File: config.mk
export PLATFORM = sky130hd
export DESIGN_NAME = bpt_master_flat
export DESIGN_NICKNAME = d
export VERILOG_FILES = /design/src/shared/bpt_pkg.sv /design/src/shared/bpt_bus_if.sv /design/src/logic/bpt_master.sv /design/src/flat_wrapper.sv
export SDC_FILE = /design/constraint.sdc
export NUM_CORES = 1
export LEC_CHECK = 0
export BUFFER_PORTS_ARGS = -buffer_cell sky130_fd_sc_hd__buf_2
export CELL_PAD_IN_SITES_DETAIL_PLACEMENT = 1
export CELL_PAD_IN_SITES_GLOBAL_PLACEMENT = 2
export CORE_ASPECT_RATIO = 0.75
export CORE_UTILIZATION = 36
export DETAILED_ROUTE_END_ITERATION = 8
export PLACE_DENSITY = 0.82
export SLEW_MARGIN = 20
export SYNTH_ARGS = -nofsm -noshare
export SYNTH_HDL_FRONTEND = slang
export SYNTH_SLANG_ARGS = --single-unit
File: constraint.sdc
create_clock -name ref_clk -period 3.6 [get_ports ref_clk]
set_input_delay 0.9 -clock ref_clk [delete_from_list [all_inputs] [get_ports ref_clk]]
set_output_delay 0.9 -clock ref_clk [all_outputs]
set_load 0.02 [all_outputs]
File: src/shared/bpt_pkg.sv
// Package: constants and a parity function for the backplane parity and time-out logic
package bpt_pkg;
  localparam int BPT_AW = 31;
  localparam int BPT_DW = 32;
  localparam int BPT_AMW = 8;
  localparam int BPT_CLK_MHZ = 25;
  localparam int BPT_TRANSFER_TIMEOUT_US_US = 16;
  localparam int BPT_TRANSFER_TIMEOUT_US_CYC = BPT_TRANSFER_TIMEOUT_US_US * BPT_CLK_MHZ;
  localparam int BPT_TRANSFER_TIMEOUT_US_W = 16;
  // Address size classes
  localparam logic [1:0] BPT_ASHORT = 2'h0;
  localparam logic [1:0] BPT_ASTD = 2'h1;
  localparam logic [1:0] BPT_AEXT = 2'h2;
  // Transfer widths
  localparam logic [1:0] BPT_WBYTE = 2'h0;
  localparam logic [1:0] BPT_WWORD = 2'h1;
  localparam logic [1:0] BPT_WLONG = 2'h2;
  // Status and mask bit positions
  localparam int BPT_ST_APERR = 0;
  localparam int BPT_ST_DPERR = 1;
  localparam int BPT_ST_TRANSFER_TIMEOUT_US = 2;
  localparam int BPT_ST_DONE = 3;
  localparam int BPT_STW = 4;
  // Local register offsets
  localparam logic [3:0] BPT_REG_CTRL = 4'h0;
  localparam logic [3:0] BPT_REG_ADDR = 4'h1;
  localparam logic [3:0] BPT_REG_DATA = 4'h2;
  localparam logic [3:0] BPT_REG_STAT = 4'h3;
  localparam logic [3:0] BPT_REG_MASK = 4'h4;
  localparam logic [3:0] BPT_REG_RDATA = 4'h5;
  // Control field positions
  localparam int BPT_C_GO = 0;
  localparam int BPT_C_WRITE = 1;
  localparam int BPT_C_ASIZE = 2;
  localparam int BPT_C_WIDTH = 4;
  localparam int BPT_C_UPPER = 6;
  localparam int BPT_C_AM = 8;
  localparam int BPT_C_APOPT = 16;
  localparam int BPT_C_DPOPT = 17;
  localparam int BPT_C_HIDRV = 18;
  localparam logic [31:0] BPT_CTRL_RST = 32'h0;

  // Even parity over active-low lines: a low line counts as one
  function automatic logic bpt_par_n(input logic [63:0] linesN, input logic [63:0] used);
    bpt_par_n = ^(~linesN & used);
  endfunction
endpackage

File: src/shared/bpt_bus_if.sv
// Interface: backplane transfer bus lines between master and slave ends
`timescale 1ns/10ps
interface bpt_bus_if;
  import bpt_pkg::*;
  logic [BPT_AW:1] addrN;
  logic addrOe;
  logic [BPT_AMW-1:0] amN;
  logic longwordSelectN;
  logic strobeN;
  logic writeN;
  logic addrParityLowN;
  logic addrParityHighN;
  logic addrParityHighOe;
  logic addrParityValidN;
  logic [BPT_DW-1:0] mDataN;
  logic [3:0] mDataOe;
  logic [3:0] mDataParityN;
  logic mDataParityValidN;
  logic [BPT_DW-1:0] sDataN;
  logic [3:0] sDataOe;
  logic [3:0] sDataParityN;
  logic sDataParityValidN;
  logic transferAckN;
  logic busErrorN;
  modport master (output addrN, addrOe, amN, longwordSelectN, strobeN, writeN, addrParityLowN,
    addrParityHighN, addrParityHighOe, addrParityValidN, mDataN, mDataOe, mDataParityN,
    mDataParityValidN, input sDataN, sDataOe, sDataParityN, sDataParityValidN, transferAckN, busErrorN);
  modport slave (input addrN, addrOe, amN, longwordSelectN, strobeN, writeN, addrParityLowN,
    addrParityHighN, addrParityHighOe, addrParityValidN, mDataN, mDataOe, mDataParityN,
    mDataParityValidN, output sDataN, sDataOe, sDataParityN, sDataParityValidN, transferAckN, busErrorN);
endinterface

File: src/logic/bpt_master.sv
// Module: bus master end with parity generation/checking and transfer time-out
// ----------------------------------------
// ----------------------------------------
`timescale 1ns/10ps
module bpt_master
  import bpt_pkg::*;
#(
  parameter int TRANSFER_TIMEOUT_US_CYC = BPT_TRANSFER_TIMEOUT_US_CYC
) (
  input wire logic ref_clk,
  input wire logic nrst,
  input wire logic [3:0] regAddr,
  input wire logic [31:0] regWdata,
  input wire logic regWrite,
  input wire logic regRead,
  output logic [31:0] regRdata,
  output logic irq,
  bpt_bus_if.master bus
);
  // The timer must reach its terminal count without wrapping
  if (TRANSFER_TIMEOUT_US_CYC < 1 || TRANSFER_TIMEOUT_US_CYC >= (1 << BPT_TRANSFER_TIMEOUT_US_W)) begin : g_bad_transfer_timeout_us
    $error("TRANSFER_TIMEOUT_US_CYC out of range");
  end

  // ----------------------------------------
  // Registers
  // ----------------------------------------
  typedef enum logic [2:0] {BPT_M_IDLE = 3'b001, BPT_M_STROBE = 3'b010, BPT_M_END = 3'b100} bpt_mstate_e;
  bpt_mstate_e state;
  bpt_mstate_e next_state;
  logic [31:0] ctrl;
  logic [BPT_AW:1] addrReg;
  logic [31:0] dataReg;
  logic [31:0] rdataReg;
  logic [BPT_STW-1:0] status;
  logic [BPT_STW-1:0] mask;
  logic [BPT_TRANSFER_TIMEOUT_US_W-1:0] timer;

  wire goPulse = regWrite && regAddr == BPT_REG_CTRL && regWdata[BPT_C_GO] && state == BPT_M_IDLE;
  wire isWrite = ctrl[BPT_C_WRITE];
  wire [1:0] aSize = ctrl[BPT_C_ASIZE +: 2];
  wire [1:0] width = ctrl[BPT_C_WIDTH +: 2];
  wire upperByte = ctrl[BPT_C_UPPER];
  wire apOpt = ctrl[BPT_C_APOPT];
  wire dpOpt = ctrl[BPT_C_DPOPT];
  wire hiDrive = ctrl[BPT_C_HIDRV];
  wire active = state == BPT_M_STROBE;

  // ----------------------------------------
  // Address parity generation
  // ----------------------------------------
  // Lines not driven float high, i.e. logic zero, so masking them is exact
  wire shortA = aSize == BPT_ASHORT;
  wire extA = aSize == BPT_AEXT;
  wire [23:1] lowMask = shortA ? (hiDrive ? 23'h7f_ffff : 23'h00_7fff) : 23'h7f_ffff;
  wire [BPT_AW:1] drvMask = extA ? {{(BPT_AW - 23){1'b1}}, lowMask} : {{(BPT_AW - 23){1'b0}}, lowMask};
  wire [BPT_AW:1] addrOut = ~(addrReg & drvMask);
  wire longN = ~(width == BPT_WLONG);
  wire [BPT_AMW-1:0] amOut = ~ctrl[BPT_C_AM +: BPT_AMW];
  wire apLow = bpt_par_n({32'h0, amOut, longN, addrOut[23:1]},
    {32'h0, {BPT_AMW{1'b1}}, 1'b1, 23'h7f_ffff});
  wire apHigh = bpt_par_n({{(64 - BPT_AW + 23){1'b1}}, addrOut[BPT_AW:24]},
    {{(64 - BPT_AW + 23){1'b0}}, {(BPT_AW - 23){1'b1}}});

  // ----------------------------------------
  // Data lanes and parity
  // ----------------------------------------
  wire [3:0] lanes = width == BPT_WLONG ? 4'hf : width == BPT_WWORD ? 4'h3 : (upperByte ? 4'h2 : 4'h1);
  wire [BPT_DW-1:0] dataOut = ~dataReg;
  logic [3:0] genPar;
  logic [3:0] rxParOk;
  always_comb begin
    for (int i = 0; i < 4; i++) begin
      genPar[i] = ^dataReg[8*i +: 8];
      rxParOk[i] = ~(^(~bus.sDataN[8*i +: 8]) ^ ~bus.sDataParityN[i]) | ~lanes[i];
    end
  end
  wire dataParErr = !isWrite && dpOpt && !bus.sDataParityValidN && !(&rxParOk);

  // ----------------------------------------
  // Bus drive
  // ----------------------------------------
  assign bus.addrN = active ? addrOut : {BPT_AW{1'b1}};
  assign bus.addrOe = active;
  assign bus.amN = active ? amOut : {BPT_AMW{1'b1}};
  assign bus.longwordSelectN = active ? longN : 1'b1;
  assign bus.strobeN = !active;
  assign bus.writeN = !(active && isWrite);
  // Undriven lines show high, the level the bus terminators give them
  wire drvAddrPar = active && apOpt;
  wire drvHighPar = drvAddrPar && extA;
  wire drvData = active && isWrite;
  wire drvDataPar = drvData && dpOpt;
  assign bus.addrParityLowN = drvAddrPar ? ~apLow : 1'b1;
  assign bus.addrParityHighN = drvHighPar ? ~apHigh : 1'b1;
  assign bus.addrParityHighOe = drvHighPar;
  assign bus.addrParityValidN = !drvAddrPar;
  assign bus.mDataN = drvData ? dataOut : {BPT_DW{1'b1}};
  assign bus.mDataOe = drvData ? lanes : 4'h0;
  assign bus.mDataParityN = drvDataPar ? ~(genPar & lanes) : 4'hf;
  assign bus.mDataParityValidN = !drvDataPar;

  // ----------------------------------------
  // Cycle sequencer and time-out
  // ----------------------------------------
  wire answered = !bus.transferAckN || !bus.busErrorN;
  // Terminal count one short, so the strobe stays low exactly TRANSFER_TIMEOUT_US_CYC cycles
  wire [BPT_TRANSFER_TIMEOUT_US_W-1:0] toutLast = TRANSFER_TIMEOUT_US_CYC[BPT_TRANSFER_TIMEOUT_US_W-1:0] - 16'h1;
  wire timedOut = active && timer == toutLast;
  always_comb begin
    case (state)
      BPT_M_IDLE: next_state = goPulse ? BPT_M_STROBE : BPT_M_IDLE;
      BPT_M_STROBE: next_state = answered || timedOut ? BPT_M_END : BPT_M_STROBE;
      BPT_M_END: next_state = answered ? BPT_M_END : BPT_M_IDLE;
      default: next_state = BPT_M_IDLE;
    endcase
  end

  // A late answer in the last timer cycle wins over the time-out
  wire evDone = active && answered;
  wire evTimeout = active && timedOut && !answered;
  wire evDataPar = active && !bus.transferAckN && dataParErr;
  wire [BPT_STW-1:0] events = {evDone, evTimeout, evDataPar, 1'b0};

  always_ff @(posedge ref_clk or negedge nrst) begin
    if (!nrst) begin
      state <= BPT_M_IDLE;
      timer <= '0;
    end else begin
      state <= next_state;
      timer <= active ? timer + 16'h1 : '0;
    end
  end

  // ----------------------------------------
  // Register writes
  // ----------------------------------------
  // Command, address and data stay frozen while a cycle runs
  wire idle = state == BPT_M_IDLE;
  wire wrCtrl = regWrite && regAddr == BPT_REG_CTRL && idle;
  wire wrAddr = regWrite && regAddr == BPT_REG_ADDR && idle;
  wire wrData = regWrite && regAddr == BPT_REG_DATA && idle;
  wire wrMask = regWrite && regAddr == BPT_REG_MASK;
  always_ff @(posedge ref_clk or negedge nrst) begin
    if (!nrst) begin
      ctrl <= BPT_CTRL_RST;
      addrReg <= '0;
      dataReg <= '0;
      mask <= '0;
    end else begin
      if (wrCtrl) ctrl <= regWdata;
      if (wrAddr) addrReg <= regWdata[BPT_AW:1];
      if (wrData) dataReg <= regWdata;
      if (wrMask) mask <= regWdata[BPT_STW-1:0];
    end
  end

  // ----------------------------------------
  // Status and read-back
  // ----------------------------------------
  wire statClr = regWrite && regAddr == BPT_REG_STAT;
  wire [BPT_STW-1:0] clrBits = statClr ? regWdata[BPT_STW-1:0] : {BPT_STW{1'b0}};
  wire rdCapture = active && !bus.transferAckN && !isWrite;

  // Set wins over a same-cycle clear
  always_ff @(posedge ref_clk or negedge nrst) begin
    if (!nrst) begin
      status <= '0;
      rdataReg <= '0;
    end else begin
      status <= (status & ~clrBits) | events;
      if (rdCapture) rdataReg <= ~bus.sDataN;
    end
  end

  wire [31:0] rdMux = regAddr == BPT_REG_CTRL ? {ctrl[31:1], !idle} :
    regAddr == BPT_REG_ADDR ? {addrReg, 1'b0} :
    regAddr == BPT_REG_DATA ? dataReg :
    regAddr == BPT_REG_STAT ? {28'h0, status} :
    regAddr == BPT_REG_MASK ? {28'h0, mask} :
    regAddr == BPT_REG_RDATA ? rdataReg : 32'h0;
  always_ff @(posedge ref_clk or negedge nrst) begin
    if (!nrst) regRdata <= '0;
    else regRdata <= regRead ? rdMux : 32'h0;
  end

  // ----------------------------------------
  // Interrupt
  // ----------------------------------------
  assign irq = |(status & mask);
endmodule

File: src/flat_wrapper.sv
// flat-port wrapper written by rule: the top's interface ports become plain ports
module bpt_master_flat import bpt_pkg::*;
#(
  parameter int TRANSFER_TIMEOUT_US_CYC = BPT_TRANSFER_TIMEOUT_US_CYC
)
  (ref_clk, nrst, regAddr, regWdata, regWrite, regRead, regRdata, irq, bus_addrN, bus_addrOe, bus_amN, bus_longwordSelectN, bus_strobeN, bus_writeN, bus_addrParityLowN, bus_addrParityHighN, bus_addrParityHighOe, bus_addrParityValidN, bus_mDataN, bus_mDataOe, bus_mDataParityN, bus_mDataParityValidN, bus_sDataN, bus_sDataOe, bus_sDataParityN, bus_sDataParityValidN, bus_transferAckN, bus_busErrorN);
  bpt_bus_if bus_i ();
  input wire logic ref_clk;
  input wire logic nrst;
  input wire logic [3:0] regAddr;
  input wire logic [31:0] regWdata;
  input wire logic regWrite;
  input wire logic regRead;
  output logic [31:0] regRdata;
  output logic irq;
  output wire logic [$bits(bus_i.addrN)-1:0] bus_addrN;
  output wire logic [$bits(bus_i.addrOe)-1:0] bus_addrOe;
  output wire logic [$bits(bus_i.amN)-1:0] bus_amN;
  output wire logic [$bits(bus_i.longwordSelectN)-1:0] bus_longwordSelectN;
  output wire logic [$bits(bus_i.strobeN)-1:0] bus_strobeN;
  output wire logic [$bits(bus_i.writeN)-1:0] bus_writeN;
  output wire logic [$bits(bus_i.addrParityLowN)-1:0] bus_addrParityLowN;
  output wire logic [$bits(bus_i.addrParityHighN)-1:0] bus_addrParityHighN;
  output wire logic [$bits(bus_i.addrParityHighOe)-1:0] bus_addrParityHighOe;
  output wire logic [$bits(bus_i.addrParityValidN)-1:0] bus_addrParityValidN;
  output wire logic [$bits(bus_i.mDataN)-1:0] bus_mDataN;
  output wire logic [$bits(bus_i.mDataOe)-1:0] bus_mDataOe;
  output wire logic [$bits(bus_i.mDataParityN)-1:0] bus_mDataParityN;
  output wire logic [$bits(bus_i.mDataParityValidN)-1:0] bus_mDataParityValidN;
  input wire logic [$bits(bus_i.sDataN)-1:0] bus_sDataN;
  input wire logic [$bits(bus_i.sDataOe)-1:0] bus_sDataOe;
  input wire logic [$bits(bus_i.sDataParityN)-1:0] bus_sDataParityN;
  input wire logic [$bits(bus_i.sDataParityValidN)-1:0] bus_sDataParityValidN;
  input wire logic [$bits(bus_i.transferAckN)-1:0] bus_transferAckN;
  input wire logic [$bits(bus_i.busErrorN)-1:0] bus_busErrorN;
  assign bus_addrN = bus_i.addrN;
  assign bus_addrOe = bus_i.addrOe;
  assign bus_amN = bus_i.amN;
  assign bus_longwordSelectN = bus_i.longwordSelectN;
  assign bus_strobeN = bus_i.strobeN;
  assign bus_writeN = bus_i.writeN;
  assign bus_addrParityLowN = bus_i.addrParityLowN;
  assign bus_addrParityHighN = bus_i.addrParityHighN;
  assign bus_addrParityHighOe = bus_i.addrParityHighOe;
  assign bus_addrParityValidN = bus_i.addrParityValidN;
  assign bus_mDataN = bus_i.mDataN;
  assign bus_mDataOe = bus_i.mDataOe;
  assign bus_mDataParityN = bus_i.mDataParityN;
  assign bus_mDataParityValidN = bus_i.mDataParityValidN;
  assign bus_i.sDataN = bus_sDataN;
  assign bus_i.sDataOe = bus_sDataOe;
  assign bus_i.sDataParityN = bus_sDataParityN;
  assign bus_i.sDataParityValidN = bus_sDataParityValidN;
  assign bus_i.transferAckN = bus_transferAckN;
  assign bus_i.busErrorN = bus_busErrorN;
  bpt_master #(.TRANSFER_TIMEOUT_US_CYC(TRANSFER_TIMEOUT_US_CYC)) u_core (.ref_clk(ref_clk), .nrst(nrst), .regAddr(regAddr), .regWdata(regWdata), .regWrite(regWrite), .regRead(regRead), .regRdata(regRdata), .irq(irq), .bus(bus_i));
endmodule
# ---- Word level (Yosys, flattened, before mapping)
# Index checks and enable logic that the tools add are counted.
dict set report word_totals {
  ff_bits 186
  word_cells 140
}
dict set report classes {
  n_eq_ne 12
  add_sub_neg 1
  n_mux 27
  reduce_logical 51
  bitwise_logic 40
}
# operator n
set op_table {}
lappend op_table {{$mux W32} 8}
lappend op_table {{$reduce_xor A64 Y1} 2}
lappend op_table {{$not A32 Y32} 3}
lappend op_table {{$reduce_xor A8 Y1} 8}
lappend op_table {{$mux W31} 2}
lappend op_table {{$not A8 Y8} 6}
lappend op_table {{$mux W23} 2}
lappend op_table {{$and A31 B31 Y31} 1}
lappend op_table {{$not A31 Y31} 1}
lappend op_table {{$logic_and A1 B1 Y1} 24}
lappend op_table {{$mux W4} 5}
lappend op_table {{$add A16 B1 Y16 const B} 1}
lappend op_table {{$eq A16 B9 Y1 const B} 1}
lappend op_table {{$mux W16} 1}
lappend op_table {{$not A1 Y1} 15}
lappend op_table {{$and A4 B4 Y4} 3}
lappend op_table {{$logic_not A1 Y1} 11}
lappend op_table {{$pmux W3 S3} 1}
lappend op_table {{$eq A4 B2 Y1 const B} 2}
lappend op_table {{$eq A4 B3 Y1 const B} 2}
lappend op_table {{$mux W8} 1}
lappend op_table {{$not A4 Y4} 2}
lappend op_table {{$mux W3} 2}
lappend op_table {{$eq A2 B2 Y1 const B} 2}
lappend op_table {{other kinds (15)} 25}

# ---- Longest topological paths before layout
# Gate-level depths: netlist of the first run.
dict set report depth {
  word_depth 10
  depth_mapped 8
}

# ---- Worst setup path before layout of the first run
# Ideal clock, no wire load.
dict set report synth_path {
  path_type {register to output}
  startpoint {register u_core.state[2]}
  endpoint {output bus_mDataParityN[2]}
  path_buffers 2
  setup_slack_ps 722
  stages_incl_launch_ff 8
  t_required_ps 2700
  arrival_ps 1978
  cell_sequence {dfrtp_1 clkbuf_2 nor3b_4 and2_1 clkbuf_1 inv_1 nor2_1 nand3_1}
}
dict set report synth_via {
  elab_chain_cells 4
}
# item line
set synth_rtl {}
lappend synth_rtl {{from (decl)} bpt_master.sv:29} ;# bpt_mstate_e state;
lappend synth_rtl {{from (signal assigned)} bpt_master.sv:130} ;# state <= next_state;
lappend synth_rtl {{$eq A3 B2 Y1} bpt_master.sv:47} ;# wire active = state == BPT_M_STROBE;
lappend synth_rtl {{$logic_and A1 B1 Y1} bpt_master.sv:92} ;# wire drvData = active && isWrite;
lappend synth_rtl {{$logic_and A1 B1 Y1} bpt_master.sv:93} ;# wire drvDataPar = drvData && dpOpt;
lappend synth_rtl {{$mux W4} bpt_master.sv:100} ;# assign bus.mDataParityN = drvDataPar ? ~(genPar & lanes) : 4'hf;
lappend synth_rtl {{to (decl)} flat_wrapper.sv:28} ;# output wire logic [$bits(bus_i.mDataParityN)-1:0] bus_mDataParityN;
# No other way between the ends.

# ---- Worst setup path in the final report of the first run
dict set report layout_path {
  startpoint {register u_core.state[2]}
  endpoint {output bus_addrN[26]}
}
dict set report layout_via {
  elab_chain_cells 2
}
# item line
set layout_rtl {}
lappend layout_rtl {{$eq A3 B2 Y1} bpt_master.sv:47}
lappend layout_rtl {{$mux W31} bpt_master.sv:83} ;# assign bus.addrN = active ? addrOut : {BPT_AW{1'b1}};
lappend layout_rtl {{to (decl)} flat_wrapper.sv:16} ;# output wire logic [$bits(bus_i.addrN)-1:0] bus_addrN;
# No other way between the ends.

==> results of run 1 <==
[critical path: cells and delay by family (launching register included)]
kind	cells	cell delay [ps]
simple gates	3	490
buf+inv	5	1040
flops	1	480
[flip-flops by register name, indices dropped and copies added (netlist names)]
name,flops
u_core.timer,16
u_core.status,4
u_core.regRdata,32
u_core.addrReg,31
u_core.ctrl,31
u_core.dataReg,32
u_core.rdataReg,32
u_core.mask,4
u_core.state,3
[kinds of logic (layout without fill, tap and decap cells)]
kind of cell,after synthesis,after routing,share of synthesized area (%)
muxes,70,70,8.748
and+or+nand+nor,325,325,15.81
DFF,185,185,51.72
adders and majority gates,1,1,0.1397
buffers and inverters,52,257,2.627
AOI/OAI and AO/OA,131,131,9.936
xor gates and xnor gates,108,108,11.03
[final cells by class]
cell class / count / share of cell area [%]
Inverter: 4 / 0.1372
Clock inverter: 13 / 1.337
Clock buffer: 19 / 3.955
Multi-Input combinational cell: 635 / 37.46
Sequential cell: 185 / 42.30
Timing Repair Buffer: 221 / 11.03
Tap cell: 331 / 3.783
[worst paths after layout]
check	startpoint	end	slack (ps)	cells after the start
worst min-delay path	nrst	u_core.timer[2]$_DFF_PN0_	430	1
worst min register to register	u_core.timer[0]$_DFF_PN0_	u_core.timer[0]$_DFF_PN0_	470	1
max in group asynchronous	nrst	u_core.rdataReg[7]$_DFFE_PN0P_	2270	2
min in group ref_clk	u_core.timer[0]$_DFF_PN0_	u_core.timer[0]$_DFF_PN0_	470	1
worst max register to register	u_core.state[2]$_DFF_PN0_	u_core.rdataReg[11]$_DFFE_PN0P_	750	8
worst max-delay path	u_core.state[2]$_DFF_PN0_	bus_addrN[26]	230	8
[power by group]
| group | switching [mW] | internal, mW | leakage [nW] |
|---|---|---|---|
| Clock | 0.856 | 1.03 | 0.278 |
| Sequential | 0.335 | 2.36 | 2.39 |
| Combinational | 0.652 | 0.787 | 2.18 |
[per-layer routing]
metal / vias up / share of wire [%]
met5: - / 0
met4: 0 / 0.92
met3: 16 / 4.7
met2: 184 / 45
met1: 3633 / 49
li1: 3342 / -
[cell usage in the layout (no fill, tap or decap), types with 3 or more instances in the layout]
cell | synthesis | final
xor2_1 | 20 | 20
mux2_2 | 65 | 65
clkinv_4 | 0 | 5
o21ai_1 | 20 | 20
a221oi_1 | 3 | 3
nor3b_2 | 3 | 3
buf_4 | 3 | 19
nand2_1 | 241 | 241
or3_1 | 5 | 4
a22oi_1 | 23 | 23
a21boi_0 | 21 | 21
o21ai_0 | 30 | 30
nand3_1 | 8 | 8
a21oi_1 | 8 | 8
nor2b_1 | 3 | 3
mux2i_1 | 4 | 4
and2_1 | 13 | 14
and3_1 | 3 | 3
inv_1 | 3 | 3
nand4_1 | 4 | 4
nor4_1 | 3 | 3
dfrtp_1 | 184 | 184
buf_2 | 22 | 198
clkbuf_16 | 0 | 17
xnor2_1 | 85 | 85
buf_12 | 0 | 3
a222oi_1 | 19 | 19
xnor3_1 | 3 | 3
nor2_1 | 28 | 27
[what timing repair did]
action | in CTS | in global routing
hold endpoints to repair | 0 | 0
setup buffers | 0 | 0
gates resized for setup | 0 | 1
endpoints found under the setup margin | 0 | 1
[stage by stage]
stage	instances	util, %	hold WS (ps)
2_1_floorplan	872	-	433.1
3_3_place_gp	1376	42.80	450.3
3_5_place_dp	1376	42.80	457.5
4_1_cts	1408	45.19	451.2
5_1_grt	1408	45.20	456.7
6_report	1408	45.20	426.5
==> results.txt, run 1 <==
The routed layout has 7175 vias. The layout cell share with drive strength beyond 1 is 30.55%. The total of buffers placed on input and output ports is between 150 and 200. The largest fanout on the critical path is 31. The met3 global-route usage came out at 4.779%. The final total power came out at around 6.0 mW.

The HPWL after detailed placement is roughly 20000 um. The worst setup path is launched from a flip-flop. The global-route congestion overflow total came out at 0. The fill cell instance count of the final layout came out at approximately 2.8k. The final worst-path cycle share is 93.62%.

TritonCTS built the clock tree. The detailed-route wire length is around 29000 um. The cell count after synthesis is 872. Sorting the synthesized cells by area gives the leading types as dfrtp_1, nand2_1, xnor2_1, mux2_2, a222oi_1.

The width of the die is 184.1 um. Derived from the worst setup path, the maximum achievable clock frequency is 296.7 MHz. Setup repair after global routing left no endpoint under its margin. The critical path goes through nor3b_4, buf_4, inv_2, buf_4, nor3b_2, buf_4, nand2_1, buf_2. The count of TritonRoute iterations in the first routing pass came out at 7. 204 I/O pins were placed. The CTS sink count came out at 185.

The type of the setup path with the least slack is reg -> out. Once placement finished, the instance area stood at 10360 sq um. The post-synthesis cell type with the largest combined area is dfrtp_1. After detailed routing, the average wire length per cell comes to 20.43 um. In this run, synthesis inferred 0 flip-flops with an integrated enable.

The number of buffers created by CTS is 17. The final count of pins violating max slew is 0. The via density per instance came out at about 5.1. The proportion of synthesized chip area in sequential cells came out at approximately half. The run finished with clean final reports. The flip-flop and latch count after synthesis came out at between 150 and 200. The async set-reset flop share out of synthesis is 100.0%. The cell occurring most often along the worst timing path is buf_4. The number of hold buffers added after CTS is 0. Measured against its own limit, the worst slew margin works out to between 40% and 50%. The first global-routing pass estimated 44650 um of wire. The area overhead of the layout relative to synthesis is 22.26%. The min-delay analysis places its worst path in the category in -> async.

Global routing used 35.61% of the available met2 tracks. The final sum of negative setup slack is 0 ps. The netlist area before placement is 8954 sq um.

The setup-violating endpoint count in the final report came out at 0. The number of nets in the final layout is 1148. The yosys synthesis warning count came out at 0. The maximum root-to-sink buffer count came out at 2. The clock skew is about 25 ps. For the pin with the worst max-slew slack, the measured transition is 838.7 ps.

The hold violation total from the final report was 0. The commonest cells after synthesis are nand2_1, dfrtp_1, xnor2_1. The source-to-sink clock delay at the later pin of the worst-skew pair is 450 ps. The final critical-path required period is ~3400 ps.

The peak per-stage delay on the critical path came out at 480 ps. Each instance of the synthesized netlist takes up on average 10.27 sq um. Power spread over the standard cell area amounts to between 500 and 600 nW/um^2. For this design, the slowest cell found on the critical path is dfrtp_1. The met1 track utilization from global routing is 34.12%. For this run, the total global-route usage over all layers was measured as 23.35%. The layer flagged by global routing as most heavily used is met2. At the worst endpoint, the required time is 2700 ps. The total number of H-tree levels came out at 4.

The pre-CTS setup slack came out at approximately 650 ps. The number of different library cells in the post-synthesis netlist is 52. The number of placement rows came out at between 40 and 50. The die area came out at 25510 sq um. The residual antenna-violating net count after detailed routing came out at 0. Once the floorplan was initialized, standard cells occupied approximately 37% of the core. At the worst endpoint, the arrival time is 2470 ps. The worst ir drop on vdd is 0.0003469 V. Routability-driven placement finished with a final weighted congestion of 0.8374.

The placeable core area came out at between 20000 and 25000 sq um. The max-capacitance violation count came out at 0. The post-CTS clock slew at the launch and capture registers of the worst setup and hold paths is 70 ps. The dominant register cell in the synthesized netlist is dfrtp_1. The nature of the critical path endpoint is an output port. The CTS root buffer is clkbuf_16. Summing all multi-input logic gate instances after layout gives 4100 sq um. The die is 138.6 um tall.

The via count of the first global-routing pass is 7529. The number of nets in the synthesized netlist came out at 956. Entering global routing, the biggest net connects 63 pins. The setup slack of the critical path after layout is 229.8 ps. The design area came out at 10950 sq um. The leakage component of the power is 4.844 nW. Across the whole layout, storage elements account for 4631 sq um. The share of the synthesized area in the top cell type came out at between 50% and 60%. The first routing iteration left 441 violations.

The most common cell in the synthesized netlist is nand2_1. The number of remaining DRC errors is 0. The antenna diode count is 0.

The number of antenna violations at the first check in global routing is 0.
(Power assumes the default switching activity.)
==> inputs of run 2 (changes only) <==
--- a/config.mk
+++ b/config.mk
@@ -11,7 +11,7 @@
 export CORE_ASPECT_RATIO = 0.75
 export CORE_UTILIZATION = 36
 export DETAILED_ROUTE_END_ITERATION = 8
-export PLACE_DENSITY = 0.82
+export PLACE_DENSITY = 0.84
 export SLEW_MARGIN = 20
 export SYNTH_ARGS = -nofsm -noshare
 export SYNTH_HDL_FRONTEND = slang
==> run 2 against run 1 <==
  * Register-to-register slack gained 270 ps
  * Setup slack lost 73 ps
  * Cell count is the same
  * Sequential share of layout area is essentially flat
  * Power grew 0.48%
  * Clock power is essentially flat
  * Critical path depth shrank 1
  * Global-route usage grew 0.55 points
  * Wire length grew 1.8%
  * Critical endpoint is now bus_mDataParityN[3]
  * Flip-flop and latch count is the same
==> results.txt, run 2 (synthesis gave the netlist of run 1 again) <==
The flow ran to the end, and the final reports show no timing, DRC or antenna violations. The TritonCTS clock tree is yes. The worst flop-to-flop path endpoint is u_core.rdataReg[11]$_DFFE_PN0P_. The data arrival at the endpoint of the critical path came out at 2540 ps (+70 ps). The worst-case headroom to the max-slew limit is 43.48% (-0.40 points). The number of nets in the final layout was 1149 (+0.087%).

The post-CTS setup buffer count was 0 (unchanged). The pin slew with the least headroom to its limit is 844.6 ps (+5.921 ps). The detailed-route via count came out at 7273 (+1.4%). The final worst-path cycle share is 95.64% (+2.0 points). The layout cell share with drive strength beyond 1 is 30.45% (-0.093 points).

The type of the setup path with the least slack is reg -> out. The per-cell routed wire length is 20.80 um (+1.8%). The starting utilization of the core area came out at 36.97% (unchanged). The kind of start point of the critical path is a flip-flop. The startpoint of the worst setup timing path is u_core.state[2]$_DFF_PN0_. The type of the worst min-delay path is reg -> reg.

The cell sitting at the root of the clock tree is a clkbuf_16. The largest fanout on the critical path came to 11 (-65%). In the layout the commonest cells are nand2_1, buf_2, dfrtp_1. The violation count after the first detailed-routing iteration came out at 392 (-11%). From synthesis to final layout, the design area changed by 22.14%.

The max-capacitance violation count came out at 0 (unchanged). The slack of the worst reg-to-reg path is 1020 ps (+270 ps). The relative contribution of sequential cells to total power is 44.5% (-0.2 points). The count of TritonRoute iterations in the first routing pass came out at 6 (-1). The antenna diode count was 0 (unchanged). The part of the power in the clock network was 31.5% (+0.2 points).

The maximum root-to-sink buffer count was 2 (unchanged). The residual antenna-violating net count after detailed routing came to 0 (unchanged). The final sum of negative setup slack came out at 0 ps (unchanged).

The source-to-sink clock delay at the later pin of the worst-skew pair is 430 ps (-20 ps). The number of antenna violations at the first check in global routing is 1 (+1). The leakage component of the power is 4.842 nW (about the same). The number of cells traversed by the worst hold path is 1. The number of placement rows is 49 (unchanged). The path with the worst hold slack has its endpoint at u_core.timer[0]$_DFF_PN0_. The areal power density over the cells is 552.8 nW/um^2 (+0.58%). The area of placed instances is 10350 sq um (-0.17%). The number of gates resized after CTS is 0 (unchanged). The library cell used most frequently in the layout, excluding fill and tap cells, is nand2_1.

The global-route total usage across every layer came to 23.90% (+0.55 points). The switching power of the nets is 1.822 mW (-1.1%). The via density per instance is 5.165 (+1.4%). The width of the die is 184.1 um (unchanged). The placeable core area is 24220 sq um (unchanged). The number of buffers created by CTS is 17 (unchanged). In this run the most critical hold path is launched from u_core.timer[0]$_DFF_PN0_. The first-pass GRT wire length came out at 45820 um (+2.6%).

The number of top-level pins is 204 (unchanged). The startpoint identified for the worst register-to-register timing path is u_core.state[2]$_DFF_PN0_. The setup-violating endpoint count in the final report is 0 (unchanged). The design internal power is 4.223 mW (+1.2%). The largest registers in the layout are u_core.dataReg: 32 flops, u_core.rdataReg: 32 flops, u_core.regRdata: 32 flops. The logic depth of the worst register-to-register path came to 7 (-1). Setup repair after global routing left no endpoint under its margin. The HPWL after detailed placement came out at 20670 um (+0.86%). The total number of H-tree levels came out at 4 (unchanged). The CTS sink count came out at 185 (unchanged).

The post-CTS clock slew at the launch and capture registers of the worst setup and hold paths came out at 70 ps (about the same). The switching part of the total power came out at 30.14% (-0.49 points). The detailed-route wire length is 29290 um (+1.8%). The combinational group share of total power is 24.0% (about the same). The final critical-path required period is 3443 ps (+72.84 ps). The design area came out at 10940 sq um (-0.10%). The hold violation total from the final report is 0 (unchanged). The clock skew came to 9.270 ps (-16.20 ps). The number of remaining DRC errors was 0 (unchanged). The total of buffers placed on input and output ports is 199 (unchanged). The largest net degree at the start of global routing was 80 (+27%). The worst ir drop on vdd was 0.0003429 V (-1.1%).

The top achievable clock speed is 290.4 MHz (-2.1%). The final count of pins violating max slew came out at 0 (unchanged). The number of hold buffers added after CTS came to 0 (unchanged).

The worst path required time is 2700 ps (about the same). The die area came to 25510 sq um (unchanged). STA classifies the critical path endpoint as an output port. The via count of the first global-routing pass is 7722 (+2.6%). The chip height was 138.6 um (unchanged). The final hold slack came to 468.6 ps (+42.12 ps). The global-route congestion overflow total came out at 0 (unchanged). The final weighted congestion in routability-driven placement is 0.7917 (-5.5%).
==> run 2: cell types whose count changed in the layout (fill, tap and decap cells not counted) <==
cell,before,now
clkinvlp_4,2,3
clkbuf_8,1,4
clkinv_4,5,1
clkinv_2,2,1
nor2_1,27,28
buf_4,19,22
buf_12,3,1
nor2_2,2,1
==> run 2: power by group through the flow <==
stage	clock, mW	sequential, mW	combinational [mW]
2_1_floorplan	0	2.63	1.07
6_report	1.90	2.69	1.45
3_5_place_dp	0	2.72	1.44
4_1_cts	1.96	2.69	1.46
5_1_grt	2.03	2.73	1.58
3_3_place_gp	0	2.71	1.40
==> run 2: area by class of cell <==
type / instances / area (sq um)
Multi-Input combinational cell: 635 / 4098
Fill cell: 2781 / 13280
Timing Repair Buffer: 222 / 1190
Sequential cell: 185 / 4631
Inverter: 4 / 15.01
Clock buffer: 22 / 474.2
Tap cell: 331 / 414.1
Clock inverter: 9 / 113.9
==> run 2: how the worst max path moves through the flow <==
stage	slack, ps	end
global route	40	bus_mDataParityN[2]
CTS	110	bus_mDataParityN[3]
floorplan	720	bus_mDataParityN[2]
finish	160	bus_mDataParityN[3]
detailed placement	630	bus_mDataParityN[2]
global placement	690	bus_mDataParityN[2]
==> run 2: stage by stage <==
step	utilization (%)	worst slack (ps)	std cells	power [mW]
2_1_floorplan	-	721.6	872	3.698
3_3_place_gp	42.73	694.2	1377	4.114
3_5_place_dp	42.73	632.9	1377	4.161
4_1_cts	45.16	108.4	1408	6.107
5_1_grt	45.16	36.36	1408	6.345
6_report	45.16	157.0	1408	6.046
==> run 2: routing by layer <==
layer	wire (um)	track usage (%)
met4	366	5.614
met1	14280	34.89
met3	1489	4.832
met5	13	0
met2	13140	36.30
==> run 2: critical path, stage by stage (launching register included) <==
cell and delay [ps]:
dfrtp_1 490, nor3b_4 360, and2_1 210, buf_4 200
inv_1 100, nor2_1 410, nand3_1 150, buf_2 190
==> inputs of run 3 (changes only) <==
--- a/config.mk
+++ b/config.mk
@@ -8,9 +8,10 @@
 export BUFFER_PORTS_ARGS = -buffer_cell sky130_fd_sc_hd__buf_2
 export CELL_PAD_IN_SITES_DETAIL_PLACEMENT = 1
 export CELL_PAD_IN_SITES_GLOBAL_PLACEMENT = 2
-export CORE_ASPECT_RATIO = 0.75
+export CORE_ASPECT_RATIO = 0.7
 export CORE_UTILIZATION = 36
 export DETAILED_ROUTE_END_ITERATION = 8
+export HOLD_SLACK_MARGIN = 0.06
 export PLACE_DENSITY = 0.84
 export SLEW_MARGIN = 20
 export SYNTH_ARGS = -nofsm -noshare
==> run 3 against run 2 <==
  * First-iteration DRC count rose by 29%
  * Setup slack improved by 130 ps
  * Combinational power hardly changed
  * Critical path depth is the same
  * Maximum frequency grew 4.0%
  * Register-to-register slack gained 240 ps
  * Sequential share of layout area decreased by 0.11 points
  * Via count increased by 0.23%
  * Die area hardly changed
  * Power rose by 1.1%
  * Non-clock buffer count grew 3
  * Highest routed layer is now met4
==> results.txt, run 3 (synthesis gave the netlist of run 1 again) <==
The largest net degree at the start of global routing came out at 86 (+7.5%). The CTS sink count is 185 (unchanged). The area overhead of the layout relative to synthesis is 22.46%. The largest fanout on the critical path was 13 (+2).

The HPWL after detailed placement is 21200 um (+2.5%). The source-to-sink clock delay at the later pin of the worst-skew pair came out at 430 ps (about the same). The setup-violating endpoint count in the final report came to 0 (unchanged). The slack of the worst reg-to-reg path came out at 1260 ps (+240 ps). In the final layout, the registers with the most flip-flops are u_core.dataReg: 32 flops, u_core.rdataReg: 32 flops, u_core.regRdata: 32 flops. The final hold slack came out at 464.4 ps (-4.278 ps). The clock skew came out at 7.935 ps (-1.335 ps). The number of antenna violations at the first check in global routing came out at 2 (+1).

The final total power came out at 6.111 mW (+1.1%). The global-route total usage across every layer is 24.06% (+0.17 points). The layout cell share with drive strength beyond 1 is 30.56% (+0.10 points). The number of remaining DRC errors came to 0 (unchanged). The TritonCTS clock tree is yes. The leakage component of the power came out at 4.865 nW (+0.48%). The tree is rooted in a clkbuf_16. The slowest stage of the critical path belongs to the cell dfrtp_1. The number of hold buffers added after CTS came out at 0 (unchanged). The most critical setup path has its startpoint at u_core.state[2]$_DFF_PN0_. The worst path required time came out at 2700 ps (about the same). The critical path endpoint is bus_mDataParityN[3]. The number of buffers created by CTS is 17 (unchanged). The pin slew with the least headroom to its limit came to 855.8 ps (+11.19 ps).

The number of gates resized after CTS came out at 0 (unchanged). The final count of pins violating max slew was 0 (unchanged). The per-cell routed wire length came out at 21.17 um (+1.8%). The area of placed instances came out at 10360 sq um (+0.16%). The global-route congestion overflow total is 0 (unchanged). The detailed-route via count came out at 7290 (+0.23%).

The hold violation total from the final report is 0 (unchanged). The number of placement rows is 47 (-4.1%). The kind of start point of the critical path is a flip-flop. The via density per instance came out at 5.207 (+0.81%).

The library cell used most frequently in the layout, excluding fill and tap cells, is nand2_1. The peak per-stage delay on the critical path was 480 ps (about the same). The count of TritonRoute iterations in the first routing pass is 9 (+3). The detailed-route wire length was 29630 um (+1.2%). In this run the critical register-to-register path is captured at u_core.rdataReg[9]$_DFFE_PN0P_.

The origin of the critical flop-to-flop path is u_core.state[2]$_DFF_PN0_. The logic depth of the worst register-to-register path came out at 7 (unchanged). The library cells used most frequently in the layout, excluding fill and tap cells, are nand2_1, buf_2, dfrtp_1.

The final worst-path cycle share came to 91.96% (-3.7 points). The number of top-level pins came to 204 (unchanged). The flow ran to the end, and the final reports show no timing, DRC or antenna violations. Setup repair after global routing left no endpoint under its margin. The violation count after the first detailed-routing iteration came out at 505 (+29%). The worst-case headroom to the max-slew limit is 42.95% (-0.54 points). The number of nets in the final layout came out at 1152 (+0.26%). The via count of the first global-routing pass is 7625 (-1.3%). The post-CTS setup buffer count came out at 0 (unchanged). The total number of H-tree levels came to 4 (unchanged). The fill cell instance count of the final layout came to 2724 (-2.0%). The maximum root-to-sink buffer count came out at 2 (unchanged). The worst ir drop on vdd is 0.0003365 V (-1.9%). The max-capacitance violation count was 0 (unchanged).

The type of the setup path with the least slack is reg -> out. The total of buffers placed on input and output ports was 199 (unchanged). The final weighted congestion in routability-driven placement is 0.8099 (+2.3%). The areal power density over the cells came out at 557.3 nW/um^2 (+0.81%). The starting utilization of the core area is 37.32% (+0.35 points). The data arrival at the endpoint of the critical path came to 2410 ps (-130 ps). The design area is 10960 sq um (+0.26%). The die area is 25520 sq um (about the same). The final sum of negative setup slack is 0 ps (unchanged). The post-CTS clock slew at the launch and capture registers of the worst setup and hold paths is 70 ps (about the same).

The type of the worst min-delay path is reg -> reg. The chip height was 133.9 um (-3.3%). The nature of the critical path endpoint is an output port. The width of the die came out at 190.5 um (+3.5%). The worst hold path begins at u_core.timer[0]$_DFF_PN0_.

The final critical-path required period is 3311 ps (-132.5 ps). The residual antenna-violating net count after detailed routing came out at 0 (unchanged). The placeable core area is 23990 sq um (-0.92%). The top achievable clock speed was 302.1 MHz (+4.0%). Walking the worst path, the cells encountered are nor3b_4, and2_1, buf_4, inv_1, nor2_1, nand3_1, buf_2. The first-pass GRT wire length came to 45940 um (+0.27%).
-- run 3: cell types whose count changed in the layout (fill, tap and decap cells not counted) --
cell,previous run,this run
buf_12,1,2
buf_4,22,24
buf_6,0,1
bufinv_16,2,3
clkbuf_1,2,3
clkbuf_8,4,1
clkinv_4,1,3
clkinvlp_4,3,2
diode_2,0,2
inv_6,2,1
-- run 3: area by class of cell --
| cell class | instances | area (sq um) | share of cell area [%] |
|---|---|---|---|
| sequential | 185 | 4631 | 42.23 |
| tap | 318 | 397.9 | 3.629 |
| clock buffer | 21 | 450.4 | 4.108 |
| antenna | 2 | 5.005 | 0.04565 |
| clock inverter | 10 | 145.1 | 1.324 |
| inverter | 4 | 15.01 | 0.1369 |
| multi-input combinational | 635 | 4098 | 37.37 |
| timing repair buffer | 225 | 1222 | 11.15 |
-- run 3: worst max-delay path: cells and delay by family, from the launching register on --
family | cells | cell delay [ps]
buffers and inverters | 3 | 540
DFF | 1 | 480
and+or+nand+nor | 4 | 970
-- run 3: power by group --
part	switching (mW)	leakage, nW	internal [mW]
logic	0.671	2.19	0.789
registers	0.346	2.39	2.36
clock network	0.836	0.284	1.11
total	1.85	4.87	4.26
-- run 3: how the worst min path moves through the flow --
stage	end	slack, ps	depth (start not counted)
finish	u_core.timer[0]$_DFF_PN0_	460	1
global route	u_core.timer[0]$_DFF_PN0_	490	1
CTS	u_core.timer[0]$_DFF_PN0_	470	1
detailed placement	u_core.timer[0]$_DFF_PN0_	460	1
global placement	u_core.timer[0]$_DFF_PN0_	450	1
floorplan	u_core.timer[0]$_DFF_PN0_	430	1
-- run 3: through the flow --
| stage | instances | setup slack [ps] | util, % |
|---|---|---|---|
| 5_1_grt | 1398 | 96.77 | 45.68 |
| 3_3_place_gp | 1367 | 774.1 | 43.19 |
| 2_1_floorplan | 872 | 721.6 | - |
| 4_1_cts | 1398 | 284.6 | 45.68 |
| 3_5_place_dp | 1367 | 766.7 | 43.19 |
| 6_report | 1400 | 289.5 | 45.70 |
-- run 3: metal layers --
layer / vias to the layer above / track usage, % / share of wire [%]
li1: 3341 / - / -
met1: 3699 / 35.87 / 49
met2: 227 / 35.86 / 44
met3: 23 / 5.024 / 6.2
met4: 0 / 4.889 / 1.1
met5: - / 0 / 0
